`config.mk`:
```
export PLATFORM = sky130hd
export DESIGN_NAME = sleep_watchdog_ctrl
export DESIGN_NICKNAME = d
export VERILOG_FILES = /design/src/rtl/sleep_watchdog_ctrl.v
export VERILOG_INCLUDE_DIRS = /design/src /design/src/rtl
export SDC_FILE = /design/constraint.sdc
export NUM_CORES = 1
export LEC_CHECK = 0
export ABC_AREA = 1
export BUFFER_PORTS_ARGS = -buffer_cell sky130_fd_sc_hd__buf_2
export CAP_MARGIN = 20
export CORE_MARGIN = 4
export CORE_UTILIZATION = 40
export DETAILED_ROUTE_END_ITERATION = 12
export MAX_ROUTING_LAYER = met4
export PLACE_DENSITY_LB_ADDON = 0.15
export SLEW_MARGIN = 10
export SYNTH_ARGS = -nofsm -noshare
export SYNTH_HDL_FRONTEND = slang
export SYNTH_SLANG_ARGS = --single-unit
```
`constraint.sdc`:
```
create_clock -name clk_sys -period 1.7 [get_ports clk_sys]
set_input_delay 0.085 -clock clk_sys [delete_from_list [all_inputs] [get_ports clk_sys]]
set_output_delay 0.085 -clock clk_sys [all_outputs]
set_load 0.02 [all_outputs]
```
`src/rtl/sleep_wdog_map.vh`:
```
/*
 constants for the sleep-mode and watchdog controller: opcodes, vectors, counts.
 assumes clk_sys at 50 MHz stands for the crystal clock.
*/
`ifndef SLEEP_WDOG_MAP_VH
`define SLEEP_WDOG_MAP_VH
`define OP_NOP 8'hFF
`define OP_STOP 8'h6F
`define OP_HALT 8'h7F
`define OP_WDOG_REFRESH 8'h5F
`define OP_WDOG_IN_SLEEP 8'h4F
`define STOP_RESUME_ADDR 16'h000C
`define WAKE_PIN_BIT 7
`define IRQ_SRC_N 6
`define WDOG_CNT_W 24
`define WDOG_TIMEOUT_CYC 24'h0FFFFF
`define RST_EXTEND_CYC 5'h12
`define RST_CNT_W 5
`define FLAG_Z 6
`define FLAG_S 5
`define FLAG_V 4
`endif

```
`src/rtl/sleep_watchdog_ctrl.v`:
```
/*
 power-mode and watchdog controller: halt/stop sleep, wake paths, watchdog,
 flag side effects and the code-memory load lockout.
 assumes the decoder gives one-cycle opcode strobes and that all inputs are
 synchronous to clk_sys.
 assumes the decoder services interrupts itself and answers with irq_taken.
 assumes clk_sys keeps running in stop, so the wake pin can still be sampled;
 osc_en and cpu_clk_en tell the clock tree what to gate.
 assumes the supply monitor gives a clean level on low_supply_trip_level.
*/
`timescale 1ns/10ps
`include "sleep_wdog_map.vh"

module sleep_watchdog_ctrl #(
   parameter [`WDOG_CNT_W-1:0] WDOG_TIMEOUT = `WDOG_TIMEOUT_CYC
) (
   input wire clk_sys,
   input wire rstn,
   input wire op_valid,
   input wire [7:0] op_code,
   input wire code_mem_load_op,
   input wire code_mem_load_autoinc_op,
   input wire rom_protect,
   input wire irq_taken,
   input wire ext_irq_a,
   input wire ext_irq_b,
   input wire ext_irq_c,
   input wire ext_irq_d,
   input wire timer_irq_0,
   input wire timer_irq_1,
   input wire [7:0] port2_direction_reg,
   input wire stop_wake_pin,
   input wire low_supply_trip_level,
   output reg cpu_clk_en,
   output reg osc_en,
   output reg periph_clk_en,
   output reg irq_pending,
   output reg halted,
   output reg stopped,
   output reg sys_reset,
   output reg keep_port_modes,
   output reg pc_load,
   output reg [15:0] pc_load_addr,
   output reg flag_wr,
   output reg [7:0] flag_mask,
   output reg [7:0] flag_val,
   output reg load_refused,
   output reg wdog_enabled
);

   localparam [2:0] ST_RUN = 3'b001;
   localparam [2:0] ST_HALT = 3'b010;
   localparam [2:0] ST_STOP = 3'b100;

   reg [2:0] state_q;
   reg [2:0] state_d;
   reg wake_armed_q;
   reg wdog_en_q;
   reg wdog_halt_q;
   reg [`WDOG_CNT_W-1:0] wdog_cnt_q;
   reg [`RST_CNT_W-1:0] rst_cnt_q;
   reg rst_busy_q;
   wire any_irq;
   wire is_halt;
   wire is_stop;
   wire is_refresh;
   wire is_in_sleep;
   wire wdog_tick;
   wire wdog_expire;
   wire pin_wake;
   wire int_rst;
   wire in_reset;
   wire [2:0] state_nx;
   wire [`IRQ_SRC_N-1:0] irq_src;
   wire [`IRQ_SRC_N-1:0] irq_in_halt;
   reg wake_armed_d;
   reg wdog_en_d;
   reg wdog_halt_d;
   reg [`WDOG_CNT_W-1:0] wdog_cnt_d;
   reg [`RST_CNT_W-1:0] rst_cnt_d;
   reg rst_busy_d;
   reg cpu_clk_en_d;
   reg osc_en_d;
   reg periph_clk_en_d;
   reg irq_pending_d;
   reg halted_d;
   reg stopped_d;
   reg sys_reset_d;
   reg keep_port_modes_d;
   reg pc_load_d;
   reg [15:0] pc_load_addr_d;
   reg flag_wr_d;
   reg [7:0] flag_mask_d;
   reg [7:0] flag_val_d;
   reg load_refused_d;
   reg wdog_enabled_d;
   genvar gi;

   // request sources in a fixed order: four external inputs, then the two timers
   assign irq_src = {timer_irq_1, timer_irq_0, ext_irq_d, ext_irq_c, ext_irq_b, ext_irq_a};

   // each source stays live in halt and can wake the core on its own
   generate
      for (gi = 0; gi < `IRQ_SRC_N; gi = gi + 1) begin : g_irq
         assign irq_in_halt[gi] = state_q == ST_HALT && irq_src[gi];
      end
   endgenerate

   assign any_irq = |irq_in_halt;
   assign is_halt = op_valid && op_code == `OP_HALT && state_q == ST_RUN;
   assign is_stop = op_valid && op_code == `OP_STOP && state_q == ST_RUN;
   assign is_refresh = op_valid && op_code == `OP_WDOG_REFRESH;
   assign is_in_sleep = op_valid && op_code == `OP_WDOG_IN_SLEEP;
   assign pin_wake = state_q == ST_STOP && wake_armed_q && !stop_wake_pin;
   // counts in run, in halt only when allowed, never in stop
   assign wdog_tick = wdog_en_q && (state_q == ST_RUN || (state_q == ST_HALT && wdog_halt_q));
   assign wdog_expire = wdog_tick && wdog_cnt_q >= WDOG_TIMEOUT - 1'b1;
   assign int_rst = !rstn || low_supply_trip_level;
   assign in_reset = rst_busy_q || int_rst;
   // opcodes seen while reset is held must not move the visible state
   assign state_nx = in_reset ? ST_RUN : state_d;

   always @* begin
      state_d = state_q;
      case (state_q)
         ST_RUN: begin
            if (is_stop) begin
               state_d = ST_STOP;
            end else if (is_halt) begin
               state_d = ST_HALT;
            end
         end
         ST_HALT: begin
            if (irq_taken) begin
               state_d = ST_RUN;
            end
         end
         ST_STOP: begin
            if (pin_wake) begin
               state_d = ST_RUN;
            end
         end
         default: state_d = ST_RUN;
      endcase
   end

   // reset stretcher: extends any reset cause by the crystal cycle count
   always @* begin
      rst_busy_d = rst_busy_q;
      rst_cnt_d = rst_cnt_q;
      if (int_rst || wdog_expire) begin
         rst_busy_d = 1'b1;
         rst_cnt_d = `RST_EXTEND_CYC;
      end else if (rst_cnt_q != {`RST_CNT_W{1'b0}}) begin
         rst_cnt_d = rst_cnt_q - 1'b1;
      end else begin
         rst_busy_d = 1'b0;
      end
   end

   always @(posedge clk_sys) begin
      rst_busy_q <= rst_busy_d;
      rst_cnt_q <= rst_cnt_d;
   end

   // watchdog and wake-arm next values
   always @* begin
      wake_armed_d = wake_armed_q;
      wdog_en_d = wdog_en_q;
      wdog_halt_d = wdog_halt_q;
      wdog_cnt_d = wdog_cnt_q;
      if (is_stop) begin
         // only a pin set as input at stop time may wake the part
         wake_armed_d = port2_direction_reg[`WAKE_PIN_BIT];
      end
      if (is_refresh) begin
         wdog_en_d = 1'b1;
         wdog_cnt_d = {`WDOG_CNT_W{1'b0}};
      end else if (wdog_tick) begin
         wdog_cnt_d = wdog_cnt_q + 1'b1;
      end
      if (is_in_sleep && wdog_en_q) begin
         wdog_halt_d = 1'b1;
      end
   end

   always @(posedge clk_sys) begin
      if (rst_busy_q || int_rst) begin
         state_q <= ST_RUN;
         wake_armed_q <= 1'b0;
         wdog_en_q <= 1'b0;
         wdog_halt_q <= 1'b0;
         wdog_cnt_q <= {`WDOG_CNT_W{1'b0}};
      end else begin
         state_q <= state_d;
         wake_armed_q <= wake_armed_d;
         wdog_en_q <= wdog_en_d;
         wdog_halt_q <= wdog_halt_d;
         wdog_cnt_q <= wdog_cnt_d;
      end
   end

   // next values of the registered outputs
   always @* begin
      cpu_clk_en_d = state_nx == ST_RUN;
      osc_en_d = state_nx != ST_STOP;
      periph_clk_en_d = state_nx != ST_STOP;
      irq_pending_d = any_irq;
      halted_d = state_nx == ST_HALT;
      stopped_d = state_nx == ST_STOP;
      sys_reset_d = in_reset || wdog_expire;
      keep_port_modes_d = pin_wake && !in_reset;
      pc_load_d = pin_wake && !in_reset;
      pc_load_addr_d = `STOP_RESUME_ADDR;
      flag_wr_d = is_refresh && !in_reset;
      flag_mask_d = (8'h01 << `FLAG_Z) | (8'h01 << `FLAG_S) | (8'h01 << `FLAG_V);
      flag_val_d = 8'h01 << `FLAG_Z;
      load_refused_d = rom_protect && (code_mem_load_op || code_mem_load_autoinc_op);
      // the enabling refresh shows at once; any reset cause drops it
      wdog_enabled_d = (wdog_en_q || is_refresh) && !in_reset && !wdog_expire;
   end

   always @(posedge clk_sys) begin
      if (!rstn) begin
         cpu_clk_en <= 1'b1;
         osc_en <= 1'b1;
         periph_clk_en <= 1'b1;
         irq_pending <= 1'b0;
         halted <= 1'b0;
         stopped <= 1'b0;
         sys_reset <= 1'b1;
         keep_port_modes <= 1'b0;
         pc_load <= 1'b0;
         pc_load_addr <= 16'h0000;
         flag_wr <= 1'b0;
         flag_mask <= 8'h00;
         flag_val <= 8'h00;
         load_refused <= 1'b0;
         wdog_enabled <= 1'b0;
      end else begin
         cpu_clk_en <= cpu_clk_en_d;
         osc_en <= osc_en_d;
         periph_clk_en <= periph_clk_en_d;
         irq_pending <= irq_pending_d;
         halted <= halted_d;
         stopped <= stopped_d;
         sys_reset <= sys_reset_d;
         keep_port_modes <= keep_port_modes_d;
         pc_load <= pc_load_d;
         pc_load_addr <= pc_load_addr_d;
         flag_wr <= flag_wr_d;
         flag_mask <= flag_mask_d;
         flag_val <= flag_val_d;
         load_refused <= load_refused_d;
         wdog_enabled <= wdog_enabled_d;
      end
   end

endmodule // sleep_watchdog_ctrl

```
* Word level (Yosys, flattened, before mapping)
Cells that the tools add are included.
Storage, ports and cells: register bits after elaboration 78, bits of input ports 31, word-level logic and storage cells 80
Operators by class: add/sub/neg operators 2, order comparisons 1, eq/ne operators 11, multiplexer cells 9, reductions and logical operators 37
Operators with widths (count):
- equality test 8 x 7 -> 1 bit (second input constant) | 4
- adder 24 x 1 -> 24 bit (second input constant) | 1
- greater-or-equal comparator 24 x 20 -> 1 bit (second input constant) | 1
- logical AND 1 bit | 23
- two-way mux 3 bit | 5
- two-way mux 7 bit | 2
- case mux 3 bit (3 select lines) | 1
- logical OR 1 bit | 7
- equality test 3 x 1 -> 1 bit (second input constant) | 2
- equality test 3 x 2 -> 1 bit (second input constant) | 2
- equality test 3 bit (second input constant) | 2
- OR reduction 6 bit | 1
- nonzero test 5 bit | 1
- subtractor 5 x 1 -> 5 bit (second input constant) | 1
- logical NOT 1 bit | 4
- two-way mux 4 bit | 1
- != test 3 bit (second input constant) | 1
- OR reduction 2 bit | 1

* Depth between registers and ports, before layout
Gate-level depths: netlist (run 1).
depth in word-level cells 8, depth in mapped cells 10, mapped depth without buffers 10

* Least setup slack after synthesis (run 1)
OpenSTA, ideal clock, no wires.
kind register to register, start point register wdog_cnt_q[1], end point register wdog_cnt_q[10], setup time 0.113 ns, data arrival time 1.290 ns, data required time 1.587 ns, setup slack 0.297 ns, stages on the path, launching flop included 11, period minus slack after synthesis 1.403 ns, cell sequence dfxtp_1 -> ha_1 -> inv_1 -> nor2_1 -> nand2_1 -> nor2_1 -> inv_1 -> nor2_1 -> nand2_1 -> nand2_1 -> nor2_1
Between the ends: cells in the longest elaborated chain, start to end 1
Ends and longest elaborated chain:
- start: declaration | line sleep_watchdog_ctrl.v:60 | reg [`WDOG_CNT_W-1:0] wdog_cnt_q;
- start signal: assignment | line sleep_watchdog_ctrl.v:193 | wdog_cnt_q <= {`WDOG_CNT_W{1'b0}};
- start signal: assignment | line sleep_watchdog_ctrl.v:199 | wdog_cnt_q <= wdog_cnt_d;
- adder 24 x 1 -> 24 bit | line sleep_watchdog_ctrl.v:180 | wdog_cnt_d = wdog_cnt_q + 1'b1;
Every way passes these cells. A chain may end at the register's enable or synchronous reset.

* Worst setup path in the final report (run 1)
start point register state_q[0], end point register wdog_cnt_q[1]
Between the ends: cells in the longest elaborated chain, start to end 4, elaborated cells between the ends (all ways) 5, those cells by class 2 x eq/ne; 3 x reduce/logical
Ends and longest elaborated chain:
- start: declaration | line sleep_watchdog_ctrl.v:55 | reg [2:0] state_q;
- start signal: assignment | line sleep_watchdog_ctrl.v:195 | state_q <= state_d;
- equality test 3 x 2 -> 1 bit | line sleep_watchdog_ctrl.v:116 | assign wdog_tick = wdog_en_q && (state_q == ST_RUN || (state_q == ST_HALT && wdog_halt_q));
- logical AND 1 bit | line sleep_watchdog_ctrl.v:116
- logical OR 1 bit * | line sleep_watchdog_ctrl.v:116
- logical AND 1 bit * | line sleep_watchdog_ctrl.v:116
Every way passes the cells marked *; elsewhere a longest branch is shown, timed or not.

==> out/metrics.yaml, run 1 <==
cells_and_area:
  area.growth.synth_to_final_pct: 11.2
  n_antenna_cell: 0
  post-route-util: 0.461
  drive_gt1_frac: 0.178
  num-nets-final: 471
logic_synthesis:
  synth_xor_xnor_area_share: 0.0231
  synth-compound-area-share: 0.0468
  synth_ff_type: "dfxtp_1"
  synth_simple_gate_area_frac: 0.370
  ys_ff_latch: 47
  syn_inst: 393
  avgSynthCellArea_um2: 6.74
  async_flop_share: 0
  ys_warn_count: 0
  ys_types: 30
  muxShareOfSynthArea: 0
  synth-edff-count: 0
  synth_top_family_by_area: "simple AND/OR/NAND/NOR gates"
  synth_area_um2: 2650
  synth_fa_ha_area_frac: 0.0142
  synth_seq_area_share: 0.355
clocking:
  cts_made_buffers: 5
  clk_pin_slew_ns: 0.09
  clkSinkCount: 47
  cts-root-buf: "clkbuf_8"
  htreeDepth: 2
  cts_buffer_depth: 2
  clock_latency_ns: 0.30
  cts_tree: "yes"
placed_design:
  numPortBuffers: 41
  routabilityCongestion: 0.834
  dpl_worst_slack_ns: 0.148
  dp.final_hpwl_mm: 4.16
run_status:
  status: "complete, no violations"
power_and_ir_drop:
  powerDensity_nw_per_um2: 696
  ir_worst_vdd_mv: 0.630
  power.leakage_nw: 1.25
critical_path:
  path_class: "register to register"
  crit_chain: "inv_1, nand3_2, o21ai_2, nand2_1, or2_2, a21oi_1"
  critPathTopFamily: "simple AND/OR/NAND/NOR gates"
  cp-end-kind: "register"
  arrival_ns: 1.79
  reg2reg_setup_slack_ns: 0.14
  startpoint_type: "register"
  cp.required_ns: 1.93
  crit_fanout: 8
  cpPeakStageDelay_ns: 0.35
  slowest_stage: "dfxtp_1"
  path_buf_inv: 1
sta:
  hold_viol: 0
  fin_crit_ns: 1.56
  tns_ns: 0
  hold_ws_ns: 0.0278
  fmaxAchievable_mhz: 641
  final.setup.worst_slack_ns: 0.141
  rsz0062_at_grt: "false"
  slew_violations: 0
  finalSetupViolations: 0
  fin_crit_sh: 0.917
  skew_ns: 0.00635
drt:
  drt_wl_total_mm: 5.35
  drt_drc_violations_left: 0
  vias_per_cell: 4.49
  ant_nets: 0
  vias: 2307
  first_pass_iters: 4
  drt_iter0_drc: 80
  wl_per_cell_um: 10.4
floorplan:
  dieWidth_um: 89.4
  die_area_um2: 7990
  top_level_ports: 75
  core_region_area_um2: 6390
  die_h_um: 89.4
  initial_core_util: 0.415
  num_rows: 29
global_routing:
  track_usage: 0.146
  antenna_found_initial: 0
  overflow: 0
  grt_pass1_wl_mm: 8.97
  grt_max_degree: 21
  grt_pass1_vias: 2023
worst_hold_path:
  hold_class: "primary input to register"
run:
  cap_viol_max_count: 0
[kinds of logic after synthesis]
group	count (synthesis)
flops	47
fa+ha+maj	3
xor+xnor	7
buf+inv	91
other cells	1
simple gates	221
compound gates	23
[final cells by class]
cell class	count	area (um^2)
inverters	51	191
repair buffers	52	305
fillers	660	3440
flip-flops and latches	47	942
well taps	77	96.3
clock inverters	2	37.5
clock buffers	5	68.8
multi-input cells	280	1300
[layout by cell type (no fill, tap or decap), types with 8 or more instances in the layout]
cell,n
buf_4,8
nand2_1,95
inv_1,49
conb_1,26
dfxtp_1,46
nand3_1,26
nor2_1,62
nand4_1,12
a21oi_1,14
buf_2,41
[metrics by stage]
stage	power [W]	cell area [um^2]	cells
after global routing	0.00214	2950	514
after detailed placement	0.00127	2820	505
final	0.00205	2950	514
after CTS	0.00207	2940	514
after floorplan	0.00128	2740	418
after global placement	0.00127	2820	505
[worst min-delay path, cell delays in order]
cell and delay (ns):
buf_2 0.09, o21ai_0 0.07, nor2_1 0.04
[where the power goes]
group	internal [W]	total, W	switching [W]
combinational	0.0000402	0.000134	0.0000940
sequential	0.00111	0.00111	0.00000588
clock	0.000430	0.000802	0.000372
total	0.00158	0.00205	0.000472
[sequential cells by signal, summed over array words and instances, names as in the netlist]
| signal | flops |
|---|---|
| wdog_en_q | 1 |
| load_refused | 1 |
| wdog_halt_q | 1 |
| cpu_clk_en | 1 |
| state_q | 3 |
| wake_armed_q | 1 |
| pc_load | 1 |
| halted | 1 |
| rst_cnt_q | 5 |
| irq_pending | 1 |
| flag_mask | 1 |
| rst_busy_q | 1 |
| periph_clk_en | 1 |
| flag_wr | 1 |
| wdog_enabled | 1 |
| sys_reset | 1 |
| wdog_cnt_q | 24 |
| stopped | 1 |
[metal layers]
metal | share of wire | up-vias | track usage | routed length [um]
li1 | - | 1243 | - | -
met1 | 0.47 | 1022 | 0.182 | 2500
met2 | 0.48 | 38 | 0.238 | 2580
met3 | 0.041 | 4 | 0.0276 | 218
met4 | 0.010 | 0 | 0.0433 | 55
met5 | 0 | - | - | 0
[repair_timing]
item / 4_1_cts / 5_1_grt
gates resized for setup: 0 / 2
setup buffers: 0 / 0
endpoints found under the hold margin: 2 / 0
hold buffers: 2 / 0
setup endpoints to repair: 0 / 5
[cells in the mapped netlist, types with 5 or more instances]
cell     instances  share of area
nand3_1         26          0.049
nor2_1          63          0.089
dfxtp_1         47           0.36
inv_1           49          0.069
a21oi_1         14          0.026
nor3_1           5         0.0094
nand2_1         95           0.13
nor2_4           5          0.021
nand4_1         12          0.028
xor2_1           5          0.017
o21ai_0          5         0.0094
buf_4           34          0.096
[path summary, 6_finish.rpt]
path                                    from             to  cells after the start
worst max-delay path              state_q[0]  wdog_cnt_q[1]                      6
worst min-delay path             rom_protect   load_refused                      3
worst max register to register    state_q[0]  wdog_cnt_q[1]                      6
worst min register to register  rst_cnt_q[4]   rst_cnt_q[4]                      2
(Power assumes the default switching activity.)
==> inputs of run 2 (changes only) <==
- GPL_TIMING_DRIVEN: not set -> 0
==> run 2 against run 1 <==
  * Cell count rose by 6.0%
  * Die area did not move
  * Flip-flop and latch count did not move
  * Critical path type unchanged
==> out/metrics.yaml, run 2 (synthesized netlist as in run 1, its figures left out) <==
drt:
  drt_drc_violations_left: 0  # unchanged
  ant_nets: 0  # unchanged
  first_pass_iters: 4  # unchanged
  vias_per_cell: 4.45  # -0.78%
  drt_wl_total_mm: 5.72  # +6.9%
  vias: 2427  # +5.2%
  wl_per_cell_um: 10.5  # +0.85%
  drt_iter0_drc: 95  # +19%
cells_and_area:
  drive_gt1_frac: 0.239  # +0.0608
  multi_input_area_um2: 1320  # +1.1%
  regMostFlops: "wdog_cnt_q"
  final_cells: 545  # +6.0%
  seq_area_um2: 943  # +0.13%
  num-nets-final: 502  # +6.6%
  n_fill_cell: 688  # +4.2%
  reg_top3: "wdog_cnt_q x24, rst_cnt_q x5, state_q x3"
  n_antenna_cell: 0  # unchanged
  largest_reg_flops: 24  # unchanged
  final_cell_mix: "nand2_1, nor2_1, inv_1, dfxtp_1, buf_2"
  area.growth.synth_to_final_pct: 20.4
  final_common_cell: "nand2_1"
global_routing:
  antenna_found_initial: 0  # unchanged
  track_usage: 0.155  # +0.00942
  grt_pass1_vias: 2115  # +4.5%
  grt_pass1_wl_mm: 9.35  # +4.2%
  overflow: 0  # unchanged
  grt_max_degree: 15  # -29%
clocking:
  cts_buffer_depth: 2  # unchanged
  htreeDepth: 2  # unchanged
  clkSinkCount: 47  # unchanged
  cts_made_buffers: 5  # unchanged
  clk_pin_slew_ns: 0.09  # about the same
  cts_tree: "yes"
  cts_setup_buffers: 0  # unchanged
  cts-root-buf: "clkbuf_8"
  clock_latency_ns: 0.30  # about the same
placed_design:
  numPortBuffers: 41  # unchanged
  routabilityCongestion: 0.873  # +4.6%
  dp.final_hpwl_mm: 4.45  # +7.1%
  dpl_worst_slack_ns: 0.0977  # -0.0502 ns
  dp_cells: 536  # +6.1%
floorplan:
  initial_core_util: 0.415  # unchanged
  num_rows: 29  # unchanged
  top_level_ports: 75  # unchanged
  die_h_um: 89.4  # unchanged
  dieWidth_um: 89.4  # unchanged
  die_area_um2: 7990  # unchanged
  core_region_area_um2: 6390  # unchanged
sta:
  hold_ws_ns: 0.0248  # -0.00300 ns
  fin_crit_ns: 1.52  # -0.0399 ns
  fin_crit_sh: 0.893  # -0.0235
  tns_ns: 0  # unchanged
  finalSetupViolations: 0  # unchanged
  skew_ns: 0.00777  # +0.00142 ns
  rsz0062_at_grt: "false"
  fmaxAchievable_mhz: 658  # +2.6%
  slew_violations: 0  # unchanged
  hold_viol: 0  # unchanged
  final.setup.worst_slack_ns: 0.181  # +0.0399 ns
power_and_ir_drop:
  ir_worst_vdd_mv: 0.309  # -51%
  powerDensity_nw_per_um2: 663  # -4.7%
  power.leakage_nw: 1.42  # +13%
critical_path:
  arrival_ns: 1.72  # -0.07 ns
  crit_fanout: 5  # -3
  cp.required_ns: 1.90  # -0.03 ns
  startpoint_type: "register"
  cp-end-kind: "register"
  path_class: "register to register"
run:
  cap_viol_max_count: 0  # unchanged
worst_hold_path:
  hold_class: "primary input to register"
run_status:
  status: "complete, no violations"
## run 2: worst paths after layout
| path | start | endpoint | cells past startpoint | slack (ns) |
|---|---|---|---|---|
| setup / recovery | wdog_cnt_q[0] | rst_cnt_q[2] | 9 | 0.18 |
| setup reg to reg | wdog_cnt_q[0] | rst_cnt_q[2] | 9 | 0.18 |
| hold reg to reg | wake_armed_q | wake_armed_q | 2 | 0.48 |
| hold / removal | rom_protect | load_refused | 3 | 0.02 |
## run 2: report_power, final
part	internal, W	leakage (nW)	switching (W)	total (W)
sequential	0.00111	0.381	0.00000659	0.00111
combinational	0.0000870	0.991	0.000105	0.000192
clock	0.000430	0.0502	0.000379	0.000809
## run 2: metal layers
layer	up-vias	GRT usage	share of wire
li1	1307	-	-
met1	1075	0.179	0.44
met2	36	0.267	0.51
met3	9	0.0332	0.038
met4	0	0.0501	0.015
met5	-	-	0
## run 2: final cells by class
cell class,count,area share
plain buffers,40,0.0969
clock buffers,5,0.0216
clock inverters,2,0.0118
inverters,51,0.0600
multi-input cells,280,0.413
flip-flops and latches,47,0.296
well taps,77,0.0302
repair buffers,43,0.0706
## run 2: critical path: stages (launching register included)
cell,delay (ns)
dfxtp_1,0.33
inv_1,0.16
ha_1,0.17
nor2_1,0.04
nor2_1,0.08
nand3_1,0.10
o21ai_1,0.19
nand2_1,0.15
nand2_1,0.15
nor2_1,0.05
## run 2: metrics by stage
stage                util  total power [W]  area, um^2
floorplan               -          0.00128        2740
global placement    0.477          0.00132        3040
detailed placement  0.477          0.00133        3040
CTS                 0.496          0.00214        3170
global route        0.499          0.00221        3190
finish              0.499          0.00212        3190
## run 2: what timing repair did
item                                   CTS  global route
endpoints found under the hold margin    2             0
gates resized for setup                  0             7
hold buffers                             2             0
setup endpoints to repair                0            11
